## src/fbm_cfg.svh

```systemverilog
`ifndef FBM_CFG_SVH
`define FBM_CFG_SVH

// Media geometry: logical words, data slots, spare slots
`define FBM_NLOG 8
`define FBM_NDATA 16
`define FBM_NSPARE 4
`define FBM_NPHYS 20
`define FBM_CW_W 22

// Register selects on the address lines
`define FBM_DA_DATA 3'h0
`define FBM_DA_LADDR 3'h3
`define FBM_DA_ALT 3'h6
`define FBM_DA_CMD 3'h7

// Command codes
`define FBM_CMD_READ 8'h20
`define FBM_CMD_WRITE 8'h30

// Status bit positions
`define FBM_ST_BSY 7
`define FBM_ST_DRDY 6
`define FBM_ST_LOCK 5
`define FBM_ST_DRQ 3
`define FBM_ST_CORR 2
`define FBM_ST_ERR 0

// Reset values
`define FBM_RST_STROBE 1'h1
`define FBM_RST_CURSOR 4'h0

`endif

```

## src/fbm_pkg.sv

```systemverilog
`include "fbm_cfg.svh"

package fbm_pkg;

  typedef enum logic [2:0] {
    FBM_IDLE = 3'b000,
    FBM_RD_FETCH = 3'b001,
    FBM_WR_WAIT = 3'b010,
    FBM_WR_PROG = 3'b011,
    FBM_REMAP = 3'b100
  } fbm_state_e_t;

  // Host-side pin inputs, sampled on the core clock
  typedef struct packed {
    logic cs0_n;
    logic cs1_n;
    logic [2:0] da;
    logic dior_n;
    logic diow_n;
    logic [15:0] dd;
  } fbm_ata_in_t;

  // Block failure report from the media
  typedef struct packed {
    logic req;
    logic [3:0] slot;
  } fbm_fault_t;

  typedef struct packed {
    logic [15:0] data;
    logic single;
    logic dbl;
  } fbm_ecc_t;

  typedef struct packed {
    logic [1:0][15:0] mem;
    logic wp;
    logic rp;
    logic [1:0] cnt;
  } fbm_fifo_st_t;

  typedef struct packed {
    fbm_state_e_t state;
    logic dior_q;
    logic diow_q;
    logic [2:0] lba;
    logic err;
    logic corr;
    logic [`FBM_NLOG-1:0][4:0] l2p;
    logic [`FBM_NLOG-1:0] l2p_ok;
    logic [`FBM_NPHYS-1:0] used;
    logic [`FBM_NDATA-1:0] bad;
    logic [3:0] cursor;
    logic [2:0] spares_used;
    logic fail_pend;
    logic [3:0] fail_slot;
    logic [15:0] wdata;
    logic [15:0] dd_out;
    logic oe;
  } fbm_core_st_t;

endpackage : fbm_pkg

```

## src/fbm_fifo2.sv

```systemverilog
module fbm_fifo2 (
  input wire logic clock,
  input wire logic sys_rst,
  input wire logic in_valid,
  output logic in_ready,
  input wire logic [15:0] in_data,
  output logic out_valid,
  input wire logic out_ready,
  output logic [15:0] out_data
);

  fbm_pkg::fbm_fifo_st_t s;
  fbm_pkg::fbm_fifo_st_t next_s;
  logic push;
  logic pop;

  // Honest full and empty from the fill count
  assign in_ready = (s.cnt != 2'h2);
  assign out_valid = (s.cnt != 2'h0);
  assign out_data = s.mem[s.rp];
  assign push = in_valid & in_ready;
  assign pop = out_valid & out_ready;

  // Push and pop may happen in the same cycle
  always_comb begin
    next_s = s;
    if (push) begin
      next_s.mem[s.wp] = in_data;
      next_s.wp = ~s.wp;
    end
    if (pop) begin
      next_s.rp = ~s.rp;
    end
    next_s.cnt = 2'(s.cnt + {1'b0, push} - {1'b0, pop});
  end

  // State register
  always_ff @(posedge clock or posedge sys_rst) begin
    if (sys_rst) begin
      s <= '0;
    end else begin
      s <= next_s;
    end
  end

endmodule : fbm_fifo2

```

## src/fbm_core.sv

```systemverilog
// Operation
// - Spare blocks held back from ordinary data
// - Failed block remapped to spare, data copied
// - All spares used locks out programming
// - Reads still served while locked
// - Rewrites go to a fresh physical slot
// - Map tracks newest copy per logical address
// - ECC corrects any single-bit error
// - ECC detects any double-bit error
// - Transfers paced by host strobes, sampled on the core clock
// - Sixteen-bit data bus, registers on low byte
// - Write data captured at write strobe rise
// - Read data driven from read strobe fall
`include "fbm_cfg.svh"

module fbm_core (
  input wire logic clock,
  input wire logic sys_rst,
  input wire fbm_pkg::fbm_ata_in_t ata_in,
  output logic [15:0] dd_out,
  output logic dd_oe_n,
  output logic iordy,
  input wire fbm_pkg::fbm_fault_t fault,
  input wire logic [`FBM_CW_W-1:0] noise_mask,
  output logic locked,
  output logic [2:0] spares_left
);

  fbm_pkg::fbm_core_st_t s;
  fbm_pkg::fbm_core_st_t next_s;
  fbm_pkg::fbm_ecc_t dec;
  logic [`FBM_CW_W-1:0] flash [`FBM_NPHYS];
  logic [`FBM_CW_W-1:0] raw;
  logic [4:0] rd_addr;
  logic mem_we;
  logic [4:0] mem_wa;
  logic [`FBM_CW_W-1:0] mem_wd;
  logic [4:0] ff;
  logic [4:0] spare;
  logic [7:0] status;
  logic dior_fall, dior_rise, diow_rise;
  logic sel_cmd, sel_ctl, sel_data, cmd_take;
  logic wr_in_ready, wr_out_valid, wr_pop;
  logic [15:0] wr_out_data;
  logic rd_in_ready, rd_out_valid, rd_push, rd_pop;
  logic [15:0] rd_out_data, rd_in_data;

  // Hamming over positions 1..21, overall parity in bit 0
  function automatic logic [`FBM_CW_W-1:0] ecc_enc(input logic [15:0] d);
    logic [`FBM_CW_W-1:0] c;
    int k;
    c = '0;
    k = 0;
    for (int j = 1; j < `FBM_CW_W; j++) begin
      if ((j & (j - 1)) != 0) begin
        c[j] = d[k];
        k++;
      end
    end
    for (int p = 0; p < 5; p++) begin
      for (int j = 1; j < `FBM_CW_W; j++) begin
        if (j[p]) c[1 << p] = c[1 << p] ^ c[j];
      end
    end
    c[0] = ^c[`FBM_CW_W-1:1];
    return c;
  endfunction : ecc_enc

  function automatic fbm_pkg::fbm_ecc_t ecc_dec(
      input logic [`FBM_CW_W-1:0] c);
    fbm_pkg::fbm_ecc_t r;
    logic [4:0] syn;
    logic [`FBM_CW_W-1:0] f;
    logic par;
    int k;
    syn = '0;
    for (int j = 1; j < `FBM_CW_W; j++) begin
      if (c[j]) syn = syn ^ 5'(j);
    end
    par = ^c;
    f = c;
    // Odd parity with a syndrome past the word is a multi-bit hit
    r.dbl = (!par && syn != 5'h00) || (par && syn > 5'h15);
    r.single = par && !r.dbl;
    if (r.single && syn != 5'h00) f[syn] = ~f[syn];
    r.data = '0;
    k = 0;
    for (int j = 1; j < `FBM_CW_W; j++) begin
      if ((j & (j - 1)) != 0) begin
        r.data[k] = f[j];
        k++;
      end
    end
    return r;
  endfunction : ecc_dec

  // First free, good data slot at or after the cursor; never a spare
  function automatic logic [4:0] find_free(input logic [15:0] used,
      input logic [15:0] bad, input logic [3:0] cur);
    logic [4:0] r;
    logic [3:0] idx;
    r = '0;
    for (int i = 15; i >= 0; i--) begin
      idx = 4'(cur + 4'(i));
      if (!used[idx] && !bad[idx]) r = {1'b1, idx};
    end
    return r;
  endfunction : find_free

  // Strobe edges; inputs are synchronous to the core clock
  assign dior_fall = s.dior_q & ~ata_in.dior_n;
  assign dior_rise = ~s.dior_q & ata_in.dior_n;
  assign diow_rise = ~s.diow_q & ata_in.diow_n;
  assign sel_cmd = ~ata_in.cs0_n & ata_in.cs1_n;
  assign sel_ctl = ata_in.cs0_n & ~ata_in.cs1_n;
  assign sel_data = sel_cmd && ata_in.da == `FBM_DA_DATA;
  assign cmd_take = diow_rise && sel_cmd && ata_in.da == `FBM_DA_CMD
      && s.state == fbm_pkg::FBM_IDLE;

  // Derived status
  assign locked = (s.spares_used == 3'(`FBM_NSPARE));
  assign spares_left = 3'(3'(`FBM_NSPARE) - s.spares_used);
  assign spare = 5'h10 + {2'h0, s.spares_used};
  assign ff = find_free(s.used[`FBM_NDATA-1:0], s.bad, s.cursor);
  assign dd_out = s.dd_out;
  assign dd_oe_n = ~s.oe;

  always_comb begin
    status = '0;
    status[`FBM_ST_BSY] = s.state inside {fbm_pkg::FBM_RD_FETCH,
        fbm_pkg::FBM_WR_PROG, fbm_pkg::FBM_REMAP};
    status[`FBM_ST_DRDY] = 1'b1;
    status[`FBM_ST_LOCK] = locked;
    status[`FBM_ST_DRQ] = (s.state == fbm_pkg::FBM_WR_WAIT) | rd_out_valid;
    status[`FBM_ST_CORR] = s.corr;
    status[`FBM_ST_ERR] = s.err;
  end

  // One read port serves both host reads and the remap copy
  assign rd_addr = (s.state == fbm_pkg::FBM_REMAP) ?
      {1'b0, s.fail_slot} : s.l2p[s.lba];
  assign raw = flash[rd_addr] ^ noise_mask;
  assign dec = ecc_dec(raw);

  // Data port handshakes; iordy stretches a strobe the buffer can't take
  assign wr_pop = (s.state == fbm_pkg::FBM_WR_WAIT) & wr_out_valid;
  assign rd_pop = dior_rise & sel_data & rd_out_valid;
  assign rd_push = (s.state == fbm_pkg::FBM_RD_FETCH) & rd_in_ready
      & ~(s.l2p_ok[s.lba] & dec.dbl);
  assign rd_in_data = s.l2p_ok[s.lba] ? dec.data : 16'h0000;
  assign iordy = ~(sel_data && ((~ata_in.diow_n && ~wr_in_ready) ||
      (~ata_in.dior_n && ~rd_out_valid)));

  fbm_fifo2 u_wr_buf (
    .clock(clock),
    .sys_rst(sys_rst),
    .in_valid(diow_rise & sel_data),
    .in_ready(wr_in_ready),
    .in_data(ata_in.dd),
    .out_valid(wr_out_valid),
    .out_ready(wr_pop),
    .out_data(wr_out_data)
  );

  fbm_fifo2 u_rd_buf (
    .clock(clock),
    .sys_rst(sys_rst),
    .in_valid(rd_push),
    .in_ready(rd_in_ready),
    .in_data(rd_in_data),
    .out_valid(rd_out_valid),
    .out_ready(rd_pop),
    .out_data(rd_out_data)
  );

  // Next state: host port, media engine, failure intake
  always_comb begin
    next_s = s;
    mem_we = 1'b0;
    mem_wa = '0;
    mem_wd = '0;
    next_s.dior_q = ata_in.dior_n;
    next_s.diow_q = ata_in.diow_n;
    // Address only changes between commands, never mid-flight
    if (diow_rise && sel_cmd && ata_in.da == `FBM_DA_LADDR
        && s.state == fbm_pkg::FBM_IDLE) begin
      next_s.lba = ata_in.dd[2:0];
    end
    // Read data launched at the falling read strobe
    if (dior_fall && (sel_cmd || sel_ctl)) begin
      next_s.oe = 1'b1;
      if ((sel_cmd && ata_in.da == `FBM_DA_CMD) ||
          (sel_ctl && ata_in.da == `FBM_DA_ALT)) begin
        next_s.dd_out = {8'h00, status};
      end else if (sel_data) begin
        next_s.dd_out = rd_out_data;
      end else begin
        next_s.dd_out = 16'h0000;
      end
    end else if (ata_in.dior_n) begin
      next_s.oe = 1'b0;
    end
    case (s.state)
      fbm_pkg::FBM_IDLE: begin
        if (cmd_take) begin
          next_s.err = 1'b0;
          next_s.corr = 1'b0;
          if (ata_in.dd[7:0] == `FBM_CMD_READ) begin
            next_s.state = fbm_pkg::FBM_RD_FETCH;
          end else if (ata_in.dd[7:0] == `FBM_CMD_WRITE && !locked) begin
            next_s.state = fbm_pkg::FBM_WR_WAIT;
          end else begin
            next_s.err = 1'b1;
          end
        end else if (s.fail_pend) begin
          next_s.state = fbm_pkg::FBM_REMAP;
        end
      end
      fbm_pkg::FBM_RD_FETCH: begin
        if (rd_in_ready) begin
          if (s.l2p_ok[s.lba] && dec.dbl) begin
            next_s.err = 1'b1;
          end else if (s.l2p_ok[s.lba]) begin
            next_s.corr = dec.single;
          end
          next_s.state = fbm_pkg::FBM_IDLE;
        end
      end
      fbm_pkg::FBM_WR_WAIT: begin
        if (wr_pop) begin
          next_s.wdata = wr_out_data;
          next_s.state = fbm_pkg::FBM_WR_PROG;
        end
      end
      fbm_pkg::FBM_WR_PROG: begin
        if (ff[4]) begin
          mem_we = 1'b1;
          mem_wa = {1'b0, ff[3:0]};
          mem_wd = ecc_enc(s.wdata);
          if (s.l2p_ok[s.lba]) begin
            next_s.used[s.l2p[s.lba]] = 1'b0;
          end
          next_s.used[mem_wa] = 1'b1;
          next_s.l2p[s.lba] = mem_wa;
          next_s.l2p_ok[s.lba] = 1'b1;
          next_s.cursor = 4'(ff[3:0] + 4'h1);
        end else begin
          next_s.err = 1'b1;
        end
        next_s.state = fbm_pkg::FBM_IDLE;
      end
      fbm_pkg::FBM_REMAP: begin
        next_s.fail_pend = 1'b0;
        next_s.bad[s.fail_slot] = 1'b1;
        if (!locked && !s.bad[s.fail_slot]) begin
          next_s.spares_used = 3'(s.spares_used + 3'h1);
          if (s.used[s.fail_slot]) begin
            // A double hit is copied raw so it stays detectable
            mem_we = 1'b1;
            mem_wa = spare;
            mem_wd = dec.dbl ? raw : ecc_enc(dec.data);
            next_s.used[{1'b0, s.fail_slot}] = 1'b0;
            next_s.used[spare] = 1'b1;
            for (int i = 0; i < `FBM_NLOG; i++) begin
              if (s.l2p_ok[i] && s.l2p[i] == {1'b0, s.fail_slot}) begin
                next_s.l2p[i] = spare;
              end
            end
          end
        end
        next_s.state = fbm_pkg::FBM_IDLE;
      end
      default: begin
        next_s.state = fbm_pkg::FBM_IDLE;
      end
    endcase
    // New report wins over the clear in the remap cycle
    if (fault.req) begin
      next_s.fail_pend = 1'b1;
      next_s.fail_slot = fault.slot;
    end
  end

  // State register
  always_ff @(posedge clock or posedge sys_rst) begin
    if (sys_rst) begin
      s <= '0;
      s.dior_q <= `FBM_RST_STROBE;
      s.diow_q <= `FBM_RST_STROBE;
      s.cursor <= `FBM_RST_CURSOR;
    end else begin
      s <= next_s;
    end
  end

  // Media array; contents survive reset like real flash
  always_ff @(posedge clock) begin
    if (mem_we) begin
      flash[mem_wa] <= mem_wd;
    end
  end

  // Checks on the block's own behaviour
  fbm_pkg::fbm_ecc_t chk1, chk2;
  assign chk1 = ecc_dec(ecc_enc(ata_in.dd) ^ (22'h000001 << ata_in.dd[4:0]));
  assign chk2 = ecc_dec(ecc_enc(ata_in.dd) ^ (22'h000003 << ata_in.dd[4:0]));
endmodule : fbm_core

```

## config.mk

```make
export PLATFORM = sky130hd
export DESIGN_NAME = fbm_core
export DESIGN_NICKNAME = d
export VERILOG_FILES = /design/src/fbm_pkg.sv /design/src/fbm_fifo2.sv /design/src/fbm_core.sv
export VERILOG_INCLUDE_DIRS = /design/src
export SDC_FILE = /design/constraint.sdc
export NUM_CORES = 1
export LEC_CHECK = 0
export ABC_CLOCK_PERIOD_IN_PS = 9400
export BUFFER_PORTS_ARGS = -buffer_cell sky130_fd_sc_hd__buf_2
export CAP_MARGIN = 25
export CORE_MARGIN = 1
export CORE_UTILIZATION = 40
export DETAILED_ROUTE_END_ITERATION = 10
export HOLD_SLACK_MARGIN = 0.02
export PLACE_DENSITY = 0.57
export RECOVER_POWER = 100
export SYNTH_ARGS = -nofsm -noshare
export SYNTH_HDL_FRONTEND = slang
export SYNTH_SLANG_ARGS = --single-unit
```

## constraint.sdc

```tcl
create_clock -name clock -period 9.4 [get_ports clock]
set_input_delay 1.88 -clock clock [delete_from_list [all_inputs] [get_ports clock]]
set_output_delay 1.88 -clock clock [all_outputs]
set_load 0.01 [all_outputs]
```

==> impl_results.md <==
- Number of port buffers: 73
- TritonCTS clock tree: done
- # IOs: 74
- Die Footprint: 83300 um^2
- Die Span Y: 289 um
- CTS max path bufs: 3
- Syn. warnings: 0
- Cts hold-fix bufs: 0
- Row count: 104
- DRC viols: 0
- Status: finished with violations
- Min Tclk post-route: 8.97 ns
- Violated checks: max-capacitance violations, max-slew violations
- First-pass GRT wire length: 153000 um
- Async SR Flop Fraction: 32.0%
- WL final: 102000 um
- Cells along the critical path: buf_4 -> and4bb_1 -> a221o_1 -> o21ai_4 -> buf_12 -> buf_4 -> a211oi_1 -> a211oi_1 -> a211oi_1 -> a211oi_1 -> buf_4 -> xnor2_1 -> xor2_1 -> xnor3_1 -> nand3b_1 -> a21o_1 -> a21oi_2 -> nor2b_1 -> mux2i_2 -> xnor3_1 -> xor3_1 -> xnor3_1 -> o21ai_1 -> buf_4
- CTS clk-pin slew, worst paths: 0.06 ns
- Setup Skew: 0.0451 ns
- First-pass DRT Iterations: 5
- CTS Buf Count: 69
- Worst-margin pin slew: 4.32 ns
- Area of the mapped netlist: 32900 um^2
- CTS Sinks: 647
- CTS Root Cell: clkbuf_16
- Final nets: 2933
- GRT Overall Usage: 24.4%
- Final-report hold violation count: 0
- Yosys cell types: 102
- Fin crit share: 95.5%
- Die W: 289 um
- Sequential cell area: 18400 um^2
- H-tree Lvls: 3
- Slew headroom: -188%
- Clock Latency Late Sink: 0.63 ns
- CP Launch Type: flip-flop
- EDFF count, synth: 440
- Number of global-route vias before repair: 23.3k
- Syn_nets: 2838
- Initial core utilization: 40.6%
- Vias: 23.7k
- RSZ-0062 raised after global routing: false
- Area Overhead vs Synth: 12.1%
- Fin Setup TNS: 0 ns
- Max Slew Vio Count: 405
- Main synth FF type: edfxtp_1
- Vias per cell: 5.96
- Avg WL per Cell: 25.6 um
- Final GP Congestion: 0.901
- Post-DP HPWL: 67900 um
- Initial antenna violation count: 3
- Setup CP Type: flip-flop to flip-flop
- Finish-stage setup viols: 0
- Pin count of the biggest net entering global routing: 145
- Sequential fraction of the synthesis area: 56.0%
- Max-cap viol count: 13
- Post-synthesis register bit count: 647
- Slowest stage delay, CP: 0.93 ns
- Fill cell count: 7379
- Slowest stage cell, crit path: dfrtp_1
- GRT overflow: 0
- Worst reg-to-reg setup slack: 0.43 ns
- Layout cells sized above 1: 15.5%
- Core area: 80900 um^2
- Iter 0 DRT Violations: 2210
- Worst setup EP type: flip-flop
- Antenna Cells: 0
- Peak Freq: 0.111 GHz
- Post-Syn Instances: 2766
- CP Max Fanout: 50
- Kind of cell adding the most delay to the critical path: compound AO/OA/AOI/OAI gates
- Area of the multi-input gates: 13500 um^2
- Mean Syn Cell Area: 11.9 um^2
- WP buf/inv: 5
- Worst Path Arrival: 9.42 ns
- Hold Path Class: flip-flop to flip-flop
- Req. time, crit path: 9.85 ns
- Post-route antenna net violation count: 0
- Final hold slack: 0.480 ns
## routing by layer
metal | up-vias | track usage [%] | wire (um)
met5 | - | 0 | 23
met4 | 4 | 7.28 | 2950
met3 | 181 | 3.86 | 6810
met2 | 891 | 40.6 | 49300
met1 | 12100 | 33.0 | 42800
li1 | 10500 | - | -
## path summary, 6_finish.rpt
path	startpoint	endpoint	depth (start not counted)
max in group asynchronous	sys_rst	u_rd_buf.s[0]	4
worst min register to register	dd_out[12]	dd_out[12]	2
worst max register to register	s[133]	flash[8][0]	24
worst min-delay path	dd_out[12]	dd_out[12]	2
min in group asynchronous	sys_rst	s[105]	2
worst max-delay path	s[133]	flash[8][0]	24
## cells in the final DEF, fill, tap and decap left out, types with 23 or more instances in the layout
cell and count:
nand2_1 384, a22oi_1 23, clkbuf_16 69, xnor2_1 72
buf_4 54, mux2_2 118, xor2_1 50, nand3_1 105
a31oi_1 26, o211ai_1 25, a21oi_1 171, xnor3_1 23
dfrtp_1 203, edfxtp_1 440, mux2i_1 120, buf_2 48
o21ai_0 115, nor3_1 60, inv_1 45, mux4_2 35
nor2_1 131, clkbuf_1 78
## state kept, by name, indices dropped and copies added, names as in the netlist
signal,flops
flash,440
s,119
u_rd_buf.s,36
u_wr_buf.s,36
dd_out,16
## cell families (layout without fill, tap and decap cells)
logic type	count (synthesis)	in the layout	share of synthesized area, %
AOI/OAI and AO/OA	592	593	12.1
xor gates and xnor gates	159	159	5.67
adders and majority gates	21	21	0.792
buffers and inverters	219	367	3.31
DFF	647	647	56.0
muxes	278	278	10.3
and+or+nand+nor	850	850	11.9
## synthesized netlist by cell type (all sizes together) (16+ instances only)
| cell | n | area share (%) |
|---|---|---|
| a211oi | 23 | 0.61 |
| a21oi | 174 | 2.7 |
| a221oi | 19 | 0.53 |
| a22oi | 23 | 0.53 |
| a31oi | 27 | 0.57 |
| and3 | 19 | 0.36 |
| buf | 100 | 1.9 |
| clkbuf | 70 | 0.80 |
| dfrtp | 205 | 16 |
| edfxtp | 440 | 40 |
| ha | 20 | 0.76 |
| inv | 47 | 0.54 |
| mux2 | 122 | 4.2 |
| mux2i | 121 | 3.7 |
| mux4 | 35 | 2.4 |
| nand2 | 384 | 4.4 |
| nand2b | 19 | 0.36 |
| nand3 | 105 | 1.6 |
| nand4 | 16 | 0.30 |
| nor2 | 135 | 1.6 |
| nor2b | 21 | 0.40 |
| nor3 | 66 | 1.0 |
| o211ai | 25 | 0.57 |
| o21ai | 123 | 1.9 |
| o21bai | 20 | 0.46 |
| or2 | 17 | 0.32 |
| xnor2 | 78 | 2.2 |
| xnor3 | 24 | 1.7 |
| xor2 | 52 | 1.4 |
## final cells by class
cell class                 count  area share, %
clock buffer                  89           5.03
tap                         1060           3.60
timing repair buffer         193           3.21
sequential                   647           49.9
clock inverter                36           1.19
inverter                      49          0.503
multi-input combinational   1901           36.5
## worst reg2reg max path: cells and delay by family (launching register included)
family,cells,cell delay [ns]
xor+xnor,6,2.11
buf+inv,5,1.50
flops,1,0.93
compound gates,9,3.01
mux,1,0.39
simple gates,3,0.84
## per-stage QoR
| step | utilization [%] | setup slack, ns | instance area (um^2) | cells |
|---|---|---|---|---|
| floorplan | - | 1.60 | 32900 | 2766 |
| global route | 45.5 | 0.0388 | 36800 | 3975 |
| global placement | 43.1 | 0.429 | 34900 | 3846 |
| CTS | 46.0 | 0.303 | 37200 | 3973 |
| finish | 45.5 | 0.427 | 36800 | 3975 |
| detailed placement | 43.1 | 0.330 | 34900 | 3848 |
## what timing repair did
action	CTS	global route
gates resized for setup	0	1
endpoints found under the hold margin	0	0
endpoints found under the setup margin	0	40
buffers inserted	0	0
Power is left out: the tool's default activity adds up to more than one toggle a clock period on the data nets, which glitch-free logic cannot reach.
